**config.mk**
```make
export PLATFORM = sky130hd
export DESIGN_NAME = slot_a_afe_config_regs
export DESIGN_NICKNAME = d
export VERILOG_FILES = /design/src/rtl/afe_cfg_pkg.sv /design/src/rtl/gain_channel_select.sv /design/src/rtl/slot_a_afe_config_regs.sv
export SDC_FILE = /design/constraint.sdc
export NUM_CORES = 1
export LEC_CHECK = 0
export BUFFER_PORTS_ARGS = -buffer_cell sky130_fd_sc_hd__buf_2
export CAP_MARGIN = 20
export CORE_AREA = 2 2 95 97
export DETAILED_ROUTE_END_ITERATION = 12
export DIE_AREA = 0 0 97 99
export PLACE_DENSITY = 0.83
export SLEW_MARGIN = 20
export SYNTH_ARGS = -nofsm -noshare
export SYNTH_HDL_FRONTEND = slang
export SYNTH_SLANG_ARGS = --single-unit
```
**constraint.sdc**
```tcl
create_clock -name clock -period 1.3 [get_ports clock]
set_input_delay 0.195 -clock clock [delete_from_list [all_inputs] [get_ports clock]]
set_output_delay 0.195 -clock clock [all_outputs]
set_load 0.05 [all_outputs]
```
**src/rtl/afe_cfg_pkg.sv**
```systemverilog
// constants for the first time slot front end configuration registers
package afe_cfg_pkg;

    // ========================================================================
    // register addresses on the serial control port
    // ========================================================================
    localparam logic [7:0]  ADDR_WINDOW    = 8'h39;   // integration window register
    localparam logic [7:0]  ADDR_MODE_GAIN = 8'h42;   // front end mode and gain register
    localparam logic [7:0]  ADDR_CH_GAIN   = 8'h55;   // per channel gain register

    // ========================================================================
    // reset values
    // ========================================================================
    localparam logic [15:0] RST_WINDOW     = 16'h22fc; // width 0x4, offset 0x2fc
    localparam logic [15:0] RST_MODE_GAIN  = 16'h1c38; // mode 0x07, vref 0x3, rsvd 0x2
    localparam logic [15:0] RST_CH_GAIN    = 16'h0000; // all channel gains 0
    localparam logic [15:0] CH_GAIN_MASK   = 16'h003f; // bits held for this slot
    localparam logic [15:0] READ_MISS_DATA = 16'h0000; // answer to an unmapped read

    // ========================================================================
    // field positions
    // ========================================================================
    localparam int WIDTH_MSB   = 15;  // window width, 1 us steps
    localparam int WIDTH_LSB   = 11;
    localparam int OFFSET_MSB  = 10;  // window offset, 31.25 ns steps
    localparam int OFFSET_LSB  = 0;
    localparam int MODE_MSB    = 15;  // fixed mode field
    localparam int MODE_LSB    = 10;
    localparam int INT_MSB     = 9;   // integrator gain
    localparam int INT_LSB     = 8;
    localparam int INT_BUF_BIT = 7;   // integrator as buffer
    localparam int PER_CH_BIT  = 6;   // per channel gain enable
    localparam int VREF_MSB    = 5;   // amplifier reference
    localparam int VREF_LSB    = 4;
    localparam int TIA_MSB     = 1;   // shared / channel 1 gain
    localparam int TIA_LSB     = 0;
    localparam int CH_FIELD_W  = 2;   // width of one channel gain code
    localparam int NUM_CH      = 4;   // channels in the slot

    // ========================================================================
    // step sizes for the timing core
    // ========================================================================
    localparam int WIDTH_STEP_NS  = 1000;  // 1 us per width code
    localparam int OFFSET_STEP_PS = 31250; // 31.25 ns per offset code

    // ========================================================================
    // encodings
    // ========================================================================
    typedef enum logic [1:0]
    {
        TIA_200K = 2'h0,
        TIA_100K = 2'h1,
        TIA_50K  = 2'h2,
        TIA_25K  = 2'h3
    } tia_gain_t;

    typedef enum logic [1:0]
    {
        INT_400K = 2'h0,
        INT_200K = 2'h1,
        INT_100K = 2'h2,
        INT_RSVD = 2'h3
    } int_gain_t;

    typedef enum logic [1:0]
    {
        VREF_1V14 = 2'h0,
        VREF_1V01 = 2'h1,
        VREF_0V90 = 2'h2,
        VREF_1V27 = 2'h3
    } vref_t;

    // one-hot selects toward the analog side
    localparam logic [2:0] RES_SEL_NONE = 3'h0;  // integrator used as buffer
    localparam logic [2:0] RES_SEL_100K = 3'h1;
    localparam logic [2:0] RES_SEL_200K = 3'h2;
    localparam logic [2:0] RES_SEL_400K = 3'h4;
    localparam logic [1:0] BUF_SEL_NONE = 2'h0;  // normal integrator
    localparam logic [1:0] BUF_SEL_UNIT = 2'h1;  // buffer gain 1.0
    localparam logic [1:0] BUF_SEL_0P7  = 2'h2;  // buffer gain 0.7
    localparam logic [3:0] FB_SEL_200K  = 4'h1;
    localparam logic [3:0] FB_SEL_100K  = 4'h2;
    localparam logic [3:0] FB_SEL_50K   = 4'h4;
    localparam logic [3:0] FB_SEL_25K   = 4'h8;

endpackage

```
**src/rtl/gain_channel_select.sv**
```systemverilog
// one channel of transimpedance gain selection and feedback decode
`timescale 1ns/1ps
`default_nettype none

module gain_channel_select
(
    input  wire logic       clock,          // device clock
    input  wire logic       arst_n,         // async reset, active low
    input  wire logic       enable,         // clock enable
    input  wire logic       per_ch_en,      // use the channel's own code
    input  wire logic [1:0] shared_gain,    // code common to all channels
    input  wire logic [1:0] own_gain,       // this channel's own code
    output logic      [1:0] gain_q,         // applied gain code
    output logic      [3:0] feedback_sel_q  // one-hot feedback resistor
);

    // ========================================================================
    // selection and decode
    // ========================================================================
    logic [1:0] gain_d;  // code picked for this channel
    logic [3:0] fb_d;    // decoded resistor select

    // pick own or shared code, then decode it
    always_comb
    begin
        gain_d = per_ch_en ? own_gain : shared_gain;
        case (gain_d)
            afe_cfg_pkg::TIA_200K: fb_d = afe_cfg_pkg::FB_SEL_200K;
            afe_cfg_pkg::TIA_100K: fb_d = afe_cfg_pkg::FB_SEL_100K;
            afe_cfg_pkg::TIA_50K:  fb_d = afe_cfg_pkg::FB_SEL_50K;
            default:               fb_d = afe_cfg_pkg::FB_SEL_25K;
        endcase
    end

    // register the result toward the analog side
    always_ff @(posedge clock or negedge arst_n)
    begin
        if (!arst_n)
        begin
            gain_q         <= afe_cfg_pkg::TIA_200K;
            feedback_sel_q <= afe_cfg_pkg::FB_SEL_200K;
        end
        else if (enable)
        begin
            gain_q         <= gain_d;
            feedback_sel_q <= fb_d;
        end
    end

endmodule

`default_nettype wire

```
**src/rtl/slot_a_afe_config_regs.sv**
```systemverilog
// first time slot front end configuration register bank
`timescale 1ns/1ps
`default_nettype none

module slot_a_afe_config_regs
(
    input  wire logic        clock,                          // 10 MHz device clock
    input  wire logic        arst_n,                         // async reset, active low
    input  wire logic        enable,                         // clock enable, freezes all
    input  wire logic [7:0]  reg_addr,                       // register address
    input  wire logic [15:0] reg_wdata,                      // write data
    input  wire logic        reg_wr_en,                      // write strobe
    input  wire logic        reg_rd_en,                      // read strobe
    output logic      [15:0] reg_rdata,                      // read data
    output logic             reg_rd_valid,                   // read data valid pulse
    output logic             reg_addr_miss,                  // unmapped access pulse
    output logic      [4:0]  first_slot_window_width,        // window length, 1 us steps
    output logic      [10:0] first_slot_window_offset,       // window start, 31.25 ns steps
    output logic      [5:0]  first_slot_frontend_mode,       // fixed mode field
    output logic             first_slot_integrator_buffer,   // integrator acts as buffer
    output logic      [2:0]  first_slot_integrator_res_sel,  // one-hot 100k/200k/400k
    output logic      [1:0]  first_slot_buffer_gain_sel,     // one-hot unity/0.7
    output logic      [1:0]  first_slot_amp_reference,       // reference code
    output logic             first_slot_per_channel_gain_en, // per channel gains on
    output logic      [7:0]  first_slot_ch_gain,             // applied codes, ch1 low
    output logic      [15:0] first_slot_ch_feedback_sel      // one-hot per channel
);

    // ========================================================================
    // register storage
    // ========================================================================
    logic [15:0] window_q;     // integration window register
    logic [15:0] mode_gain_q;  // mode and gain register
    logic [15:0] ch_gain_q;    // per channel gain register, low six bits
    logic        hit_window;   // address decodes
    logic        hit_mode;
    logic        hit_ch;
    logic        wr_go;        // qualified write
    logic        rd_go;        // qualified read

    assign hit_window = (reg_addr == afe_cfg_pkg::ADDR_WINDOW);
    assign hit_mode   = (reg_addr == afe_cfg_pkg::ADDR_MODE_GAIN);
    assign hit_ch     = (reg_addr == afe_cfg_pkg::ADDR_CH_GAIN);
    assign wr_go      = enable && reg_wr_en;
    assign rd_go      = enable && reg_rd_en;

    // window register, width and offset fields
    always_ff @(posedge clock or negedge arst_n)
    begin
        if (!arst_n)
            window_q <= afe_cfg_pkg::RST_WINDOW;
        else if (wr_go && hit_window)
            window_q <= reg_wdata;
    end

    // mode and gain register, stores every bit as written
    always_ff @(posedge clock or negedge arst_n)
    begin
        if (!arst_n)
            mode_gain_q <= afe_cfg_pkg::RST_MODE_GAIN;
        else if (wr_go && hit_mode)
            mode_gain_q <= reg_wdata;
    end

    // per channel gain register, other slot bits read zero
    always_ff @(posedge clock or negedge arst_n)
    begin
        if (!arst_n)
            ch_gain_q <= afe_cfg_pkg::RST_CH_GAIN;
        else if (wr_go && hit_ch)
            ch_gain_q <= reg_wdata & afe_cfg_pkg::CH_GAIN_MASK;
    end

    // ========================================================================
    // read port
    // ========================================================================
    logic [15:0] rdata_d;  // read mux
    logic        miss_d;   // address not mapped

    // select register by address
    always_comb
    begin
        rdata_d = afe_cfg_pkg::READ_MISS_DATA;
        miss_d  = 1'b0;
        case (reg_addr)
            afe_cfg_pkg::ADDR_WINDOW:    rdata_d = window_q;
            afe_cfg_pkg::ADDR_MODE_GAIN: rdata_d = mode_gain_q;
            afe_cfg_pkg::ADDR_CH_GAIN:   rdata_d = ch_gain_q;
            default:                     miss_d  = 1'b1;
        endcase
    end

    // register read answer one cycle after the strobe
    always_ff @(posedge clock or negedge arst_n)
    begin
        if (!arst_n)
        begin
            reg_rdata     <= afe_cfg_pkg::READ_MISS_DATA;
            reg_rd_valid  <= 1'b0;
            reg_addr_miss <= 1'b0;
        end
        else if (enable)
        begin
            if (reg_rd_en)
                reg_rdata <= rdata_d;
            reg_rd_valid  <= reg_rd_en;
            reg_addr_miss <= (reg_rd_en || reg_wr_en) && miss_d;
        end
    end

    // ========================================================================
    // configuration outputs
    // ========================================================================
    logic [1:0] int_code;   // integrator gain field
    logic       int_buf;    // integrator as buffer
    logic [2:0] res_sel_d;  // integrator resistor select
    logic [1:0] buf_sel_d;  // buffer gain select

    assign int_code = mode_gain_q[afe_cfg_pkg::INT_MSB:afe_cfg_pkg::INT_LSB];
    assign int_buf  = mode_gain_q[afe_cfg_pkg::INT_BUF_BIT];

    // decode integrator gain for the active configuration
    always_comb
    begin
        res_sel_d = afe_cfg_pkg::RES_SEL_NONE;
        buf_sel_d = afe_cfg_pkg::BUF_SEL_NONE;
        if (int_buf)
        begin
            // reserved code treated as the 0.7 setting
            if (int_code == afe_cfg_pkg::INT_400K || int_code == afe_cfg_pkg::INT_200K)
                buf_sel_d = afe_cfg_pkg::BUF_SEL_UNIT;
            else
                buf_sel_d = afe_cfg_pkg::BUF_SEL_0P7;
        end
        else
        begin
            case (int_code)
                afe_cfg_pkg::INT_400K: res_sel_d = afe_cfg_pkg::RES_SEL_400K;
                afe_cfg_pkg::INT_200K: res_sel_d = afe_cfg_pkg::RES_SEL_200K;
                default:               res_sel_d = afe_cfg_pkg::RES_SEL_100K;
            endcase
        end
    end

    // window timing toward the timing core
    always_ff @(posedge clock or negedge arst_n)
    begin
        if (!arst_n)
        begin
            first_slot_window_width  <= afe_cfg_pkg::RST_WINDOW[afe_cfg_pkg::WIDTH_MSB:
                                                                afe_cfg_pkg::WIDTH_LSB];
            first_slot_window_offset <= afe_cfg_pkg::RST_WINDOW[afe_cfg_pkg::OFFSET_MSB:
                                                                afe_cfg_pkg::OFFSET_LSB];
        end
        else if (enable)
        begin
            first_slot_window_width  <= window_q[afe_cfg_pkg::WIDTH_MSB:
                                                 afe_cfg_pkg::WIDTH_LSB];
            first_slot_window_offset <= window_q[afe_cfg_pkg::OFFSET_MSB:
                                                 afe_cfg_pkg::OFFSET_LSB];
        end
    end

    // amplifier and integrator settings toward the analog side
    always_ff @(posedge clock or negedge arst_n)
    begin
        if (!arst_n)
        begin
            first_slot_frontend_mode       <= afe_cfg_pkg::RST_MODE_GAIN[afe_cfg_pkg::MODE_MSB:
                                                                      afe_cfg_pkg::MODE_LSB];
            first_slot_integrator_buffer   <= 1'b0;
            first_slot_integrator_res_sel  <= afe_cfg_pkg::RES_SEL_400K;
            first_slot_buffer_gain_sel     <= afe_cfg_pkg::BUF_SEL_NONE;
            first_slot_amp_reference       <= afe_cfg_pkg::VREF_1V27;
            first_slot_per_channel_gain_en <= 1'b0;
        end
        else if (enable)
        begin
            first_slot_frontend_mode       <= mode_gain_q[afe_cfg_pkg::MODE_MSB:
                                                          afe_cfg_pkg::MODE_LSB];
            first_slot_integrator_buffer   <= int_buf;
            first_slot_integrator_res_sel  <= res_sel_d;
            first_slot_buffer_gain_sel     <= buf_sel_d;
            first_slot_amp_reference       <= mode_gain_q[afe_cfg_pkg::VREF_MSB:
                                                          afe_cfg_pkg::VREF_LSB];
            first_slot_per_channel_gain_en <= mode_gain_q[afe_cfg_pkg::PER_CH_BIT];
        end
    end

    // ========================================================================
    // per channel gain selection
    // ========================================================================
    genvar ch;
    generate
        for (ch = 0; ch < afe_cfg_pkg::NUM_CH; ch++)
        begin : g_ch
            logic [1:0] own_code;  // channel's own code
            if (ch == 0)
            begin : g_first
                // channel 1 always reads the local field
                assign own_code = mode_gain_q[afe_cfg_pkg::TIA_MSB:afe_cfg_pkg::TIA_LSB];
            end
            else
            begin : g_rest
                // channels 2..4 packed upward from bit 0
                assign own_code = ch_gain_q[(ch - 1) * afe_cfg_pkg::CH_FIELD_W +: 2];
            end
            gain_channel_select u_sel
            (
                .clock          (clock),
                .arst_n         (arst_n),
                .enable         (enable),
                .per_ch_en      (mode_gain_q[afe_cfg_pkg::PER_CH_BIT]),
                .shared_gain    (mode_gain_q[afe_cfg_pkg::TIA_MSB:afe_cfg_pkg::TIA_LSB]),
                .own_gain       (own_code),
                .gain_q         (first_slot_ch_gain[ch * 2 +: 2]),
                .feedback_sel_q (first_slot_ch_feedback_sel[ch * 4 +: 4])
            );
        end
    endgenerate
endmodule

`default_nettype wire

```
==> results.txt <==
* Result of the run: finished, violations left
- The final reports fail on setup timing.
* Synth-to-layout area growth: 31.9%
- Placed cell count: 567
- The first global-routing pass estimated 17,500 um of wire.
- Worst setup margin: -58.0 ps
* Total number of clock tree sinks: 111
- In the routed layout, each cell is associated on average with a via count of 5.52.
- Starting density of the core: 0.533
* Count of routing violations after the opening detailed-route iteration: 168
- By instance count, the cell type seen most on the critical path is sky130_fd_sc_hd__buf_6.
* Mean instance size in the synthesized netlist: 13.4 um2
- Setup violations remaining at the end of the flow were counted as 17.
- Sum of internal, switching and leakage power: 6.55 mW
- Of all nets on the critical path, the largest fanout is 6.
* Global Route Usage Sum: 0.232
* Placer Congestion: 0.877
* Core Box Area: 8550 um2
- Vias in the first global route: 3,302
* Reg clk slew, reported paths: 110 ps
* Half-perimeter wire length after detailed placement: 7310 um
- The tightest min-delay check is of the in -> reg type.
- In this run the power density over the cells is 1090 nW/um2.
* Comb pwr share: 0.122
- Unique cell type count in the Yosys netlist: 36
- The clock reaches the later pin of the worst-skew pair after 370 ps.
- Antenna violations before repair: 0
- Share of layout cells above drive strength 1: 0.564
* DRC violation count after routing: 0
* Finished Cell Area: 6010 um2
* Clock share of power: 0.320
* Max transition margin: 0.741
* Final Instance Count excl. Fillers: 592
- For this run the aggregate overflow at the end of global routing stands at 0.
- The library cell used most frequently in the layout, excluding fill and tap cells, is sky130_fd_sc_hd__buf_2.
* Arr. time, crit path: 1620 ps
- The H-tree was split into 3 levels.
* Die outline width: 97 um
- Chip Height: 99 um
- The final-report hold violation count came to 0.
- Count of final max-slew check failures: 0
* Ordered list of cells on the worst path: buf_6, or4b_4, buf_6, nor3_4, buf_12, mux2_4
- Die Outline Area: 9600 um2
* Detailed Routing Iterations Pass 1: 4
- Core occupancy in the finished layout: 0.703
- Across all hold checks on the routed design, the worst slack comes to 69.7 ps.
- The critical path in this run is classified as in -> reg.
* Post-Syn Nets: 368
- Entering global routing, the biggest net connects 77 pins.
- Setup repair after global routing could not meet its margin everywhere.
- Among cell families on the critical path, the largest total delay comes from simple AND/OR/NAND/NOR gates.
* Top Ports: 102
* Number of clock buffers inserted by TritonCTS: 9
* Leading cell types in the layout, fill and taps excluded: 79 x sky130_fd_sc_hd__buf_2, 77 x sky130_fd_sc_hd__dfrtp_1, 44 x sky130_fd_sc_hd__mux2_2
- Worst setup SP type: input port
- #FFs+latches synth: 111
- Max incr delay on CP: 570 ps
- After the last flow step, the layout net total stands at 508.
* Worst endpoint required time: 1560 ps
- Subtracting the final worst setup slack from the clock period gives 1360 ps.
* Buffer type at the clock tree root: sky130_fd_sc_hd__clkbuf_8
- The placed instances occupy a cell area of 5510 um2.
- For this design the static power due to leakage is 2.98 nW.
- Row Count: 34
- Synthesis warning total: 0
- After technology mapping, the gate count stands at 339.
- In this run the remaining antenna-violating nets after routing total 0.
* Switching pwr: 1.73 mW
* Number of buffers on the longest clock path: 2
- The count of buffers added on input and output ports is 101.
* Worst ir drop on vdd: 0.652 mV
- In the final timing run, aggregate negative setup slack is -759 ps.
- Highest clock frequency the design can meet: 0.736 GHz
* Wire length per cell after detailed routing: 18.7 um
- CP max stage cell: sky130_fd_sc_hd__or4b_4
* Count of fill cells added during filler insertion: 591
* TritonCTS clock tree: yes
- For the pin with the worst max-slew slack, the measured transition is 389 ps.
* Antenna cell count: 0
* Sequential share of the synthesized area: 0.618
* Worst setup EP type: register
* Int Power: 4.82 mW
* Number of max-capacitance violations reported: 0
- For the final database, setup skew stands at 12.9 ps.
- Sequential share of power: 0.559
- Total number of vias: 3,270
- Switching Share: 0.264
- Timing analysis after detailed placement gives a worst setup slack of -472 ps.
- Final WL: 11,100 um
* Tcrit/Tclk final: 1.04
- Netlist Area Pre-Place: 4560 um2
* Number of buffer and inverter stages on the critical path: 3
[synth_stat cells]
cell type | n | area share
sky130_fd_sc_hd__mux2_2 | 56 | 0.14
sky130_fd_sc_hd__a2bb2oi_1 | 6 | 0.012
sky130_fd_sc_hd__nand4_1 | 1 | 0.0014
sky130_fd_sc_hd__or4b_1 | 2 | 0.0044
sky130_fd_sc_hd__dfrtp_1 | 79 | 0.43
sky130_fd_sc_hd__o211a_1 | 3 | 0.0066
sky130_fd_sc_hd__nand4b_1 | 1 | 0.0019
sky130_fd_sc_hd__and4b_1 | 1 | 0.0022
sky130_fd_sc_hd__dfstp_2 | 32 | 0.18
sky130_fd_sc_hd__a22oi_1 | 16 | 0.026
sky130_fd_sc_hd__o21a_1 | 3 | 0.0049
sky130_fd_sc_hd__buf_6 | 1 | 0.0025
sky130_fd_sc_hd__nand3b_1 | 5 | 0.0082
sky130_fd_sc_hd__o2bb2ai_1 | 6 | 0.012
sky130_fd_sc_hd__clkbuf_1 | 13 | 0.011
sky130_fd_sc_hd__a21boi_0 | 3 | 0.0049
sky130_fd_sc_hd__nand3_1 | 2 | 0.0022
sky130_fd_sc_hd__o21ai_0 | 26 | 0.029
sky130_fd_sc_hd__nor3b_2 | 1 | 0.0027
sky130_fd_sc_hd__nor2_1 | 1 | 0.00082
sky130_fd_sc_hd__nor4b_1 | 1 | 0.0019
sky130_fd_sc_hd__o41ai_1 | 2 | 0.0038
sky130_fd_sc_hd__nand2b_1 | 1 | 0.0014
sky130_fd_sc_hd__buf_12 | 1 | 0.0044
sky130_fd_sc_hd__o32ai_1 | 1 | 0.0019
sky130_fd_sc_hd__mux2_4 | 10 | 0.033
sky130_fd_sc_hd__a21oi_1 | 4 | 0.0044
sky130_fd_sc_hd__o31ai_1 | 1 | 0.0016
sky130_fd_sc_hd__buf_2 | 1 | 0.0011
sky130_fd_sc_hd__nor4bb_1 | 2 | 0.0044
sky130_fd_sc_hd__o21bai_1 | 1 | 0.0016
sky130_fd_sc_hd__nand2_1 | 37 | 0.030
sky130_fd_sc_hd__nor3_4 | 2 | 0.0071
sky130_fd_sc_hd__nor2_2 | 1 | 0.0014
sky130_fd_sc_hd__inv_1 | 15 | 0.012
sky130_fd_sc_hd__nor2b_1 | 1 | 0.0014
[worst paths after layout]
check / from / to / slack (ps) / depth (start not counted)
worst max-delay path: reg_addr[7] / ch_gain_q[5] / -60 / 6
worst min-delay path: reg_wdata[10] / mode_gain_q[10] / 70 / 2
worst max register to register: mode_gain_q[6] / g_ch[3].u_sel.feedback_sel_q[0] / 150 / 5
worst min register to register: g_ch[3].u_sel.gain_q[1] / g_ch[3].u_sel.gain_q[1] / 490 / 1
max in group asynchronous: arst_n / first_slot_window_offset[9] / 530 / 3
min in group asynchronous: arst_n / first_slot_window_offset[3] / 330 / 2
[cells by family (layout without fill, tap and decap cells)]
kind of cell	after synthesis	in the layout	synth area share
DFF	111	111	0.618
buffers and inverters	31	176	0.0310
muxes	66	66	0.171
and+or+nand+nor	59	59	0.0719
AOI/OAI and AO/OA	72	72	0.108
[timing repair]
action / 4_1_cts / 5_1_grt
hold buffers: 1 / 0
pin swaps: 2 / 8
gates cloned: 1 / 1
hold endpoints to repair: 80 / 0
gates resized for setup: 39 / 43
setup endpoints to repair: 41 / 47
setup buffers: 3 / 5
[power by group through the flow]
stage,Sequential (mW),Clock [mW],Combinational [mW]
final,3.66,2.09,0.798
after global routing,3.67,2.26,0.848
after CTS,3.65,2.10,0.778
after detailed placement,3.71,0,0.744
after global placement,3.70,0,0.724
after floorplan,3.93,0,0.195
[sequential cells by signal (all words and copies together) (netlist names)]
register	flops
first_slot_buffer_gain_sel	2
first_slot_integrator_buffer	1
first_slot_window_offset	11
g_ch.u_sel.feedback_sel_q	16
g_ch.u_sel.gain_q	8
reg_rd_valid	1
reg_rdata	16
mode_gain_q	16
window_q	16
first_slot_window_width	5
ch_gain_q	6
first_slot_integrator_res_sel	3
first_slot_amp_reference	2
reg_addr_miss	1
first_slot_per_channel_gain_en	1
first_slot_frontend_mode	6
[per-layer routing]
metal  up-vias  part of all wire  GRT usage
met5         -                 0          0
met4         0             0.024     0.0878
met3        21             0.051     0.0348
met2       100              0.49      0.355
met1      1660              0.44      0.340
li1       1489                 -          -
[cell type report]
cell class,count,area (um2),share of cell area
inverters,15,56.3,0.00937
multi-input cells,197,1710,0.284
well taps,108,135,0.0225
flip-flops and latches,111,2820,0.469
repair buffers,145,1090,0.182
clock inverters,5,57.6,0.00957
clock buffers,11,141,0.0235
Power figures use the tool's default switching activity.
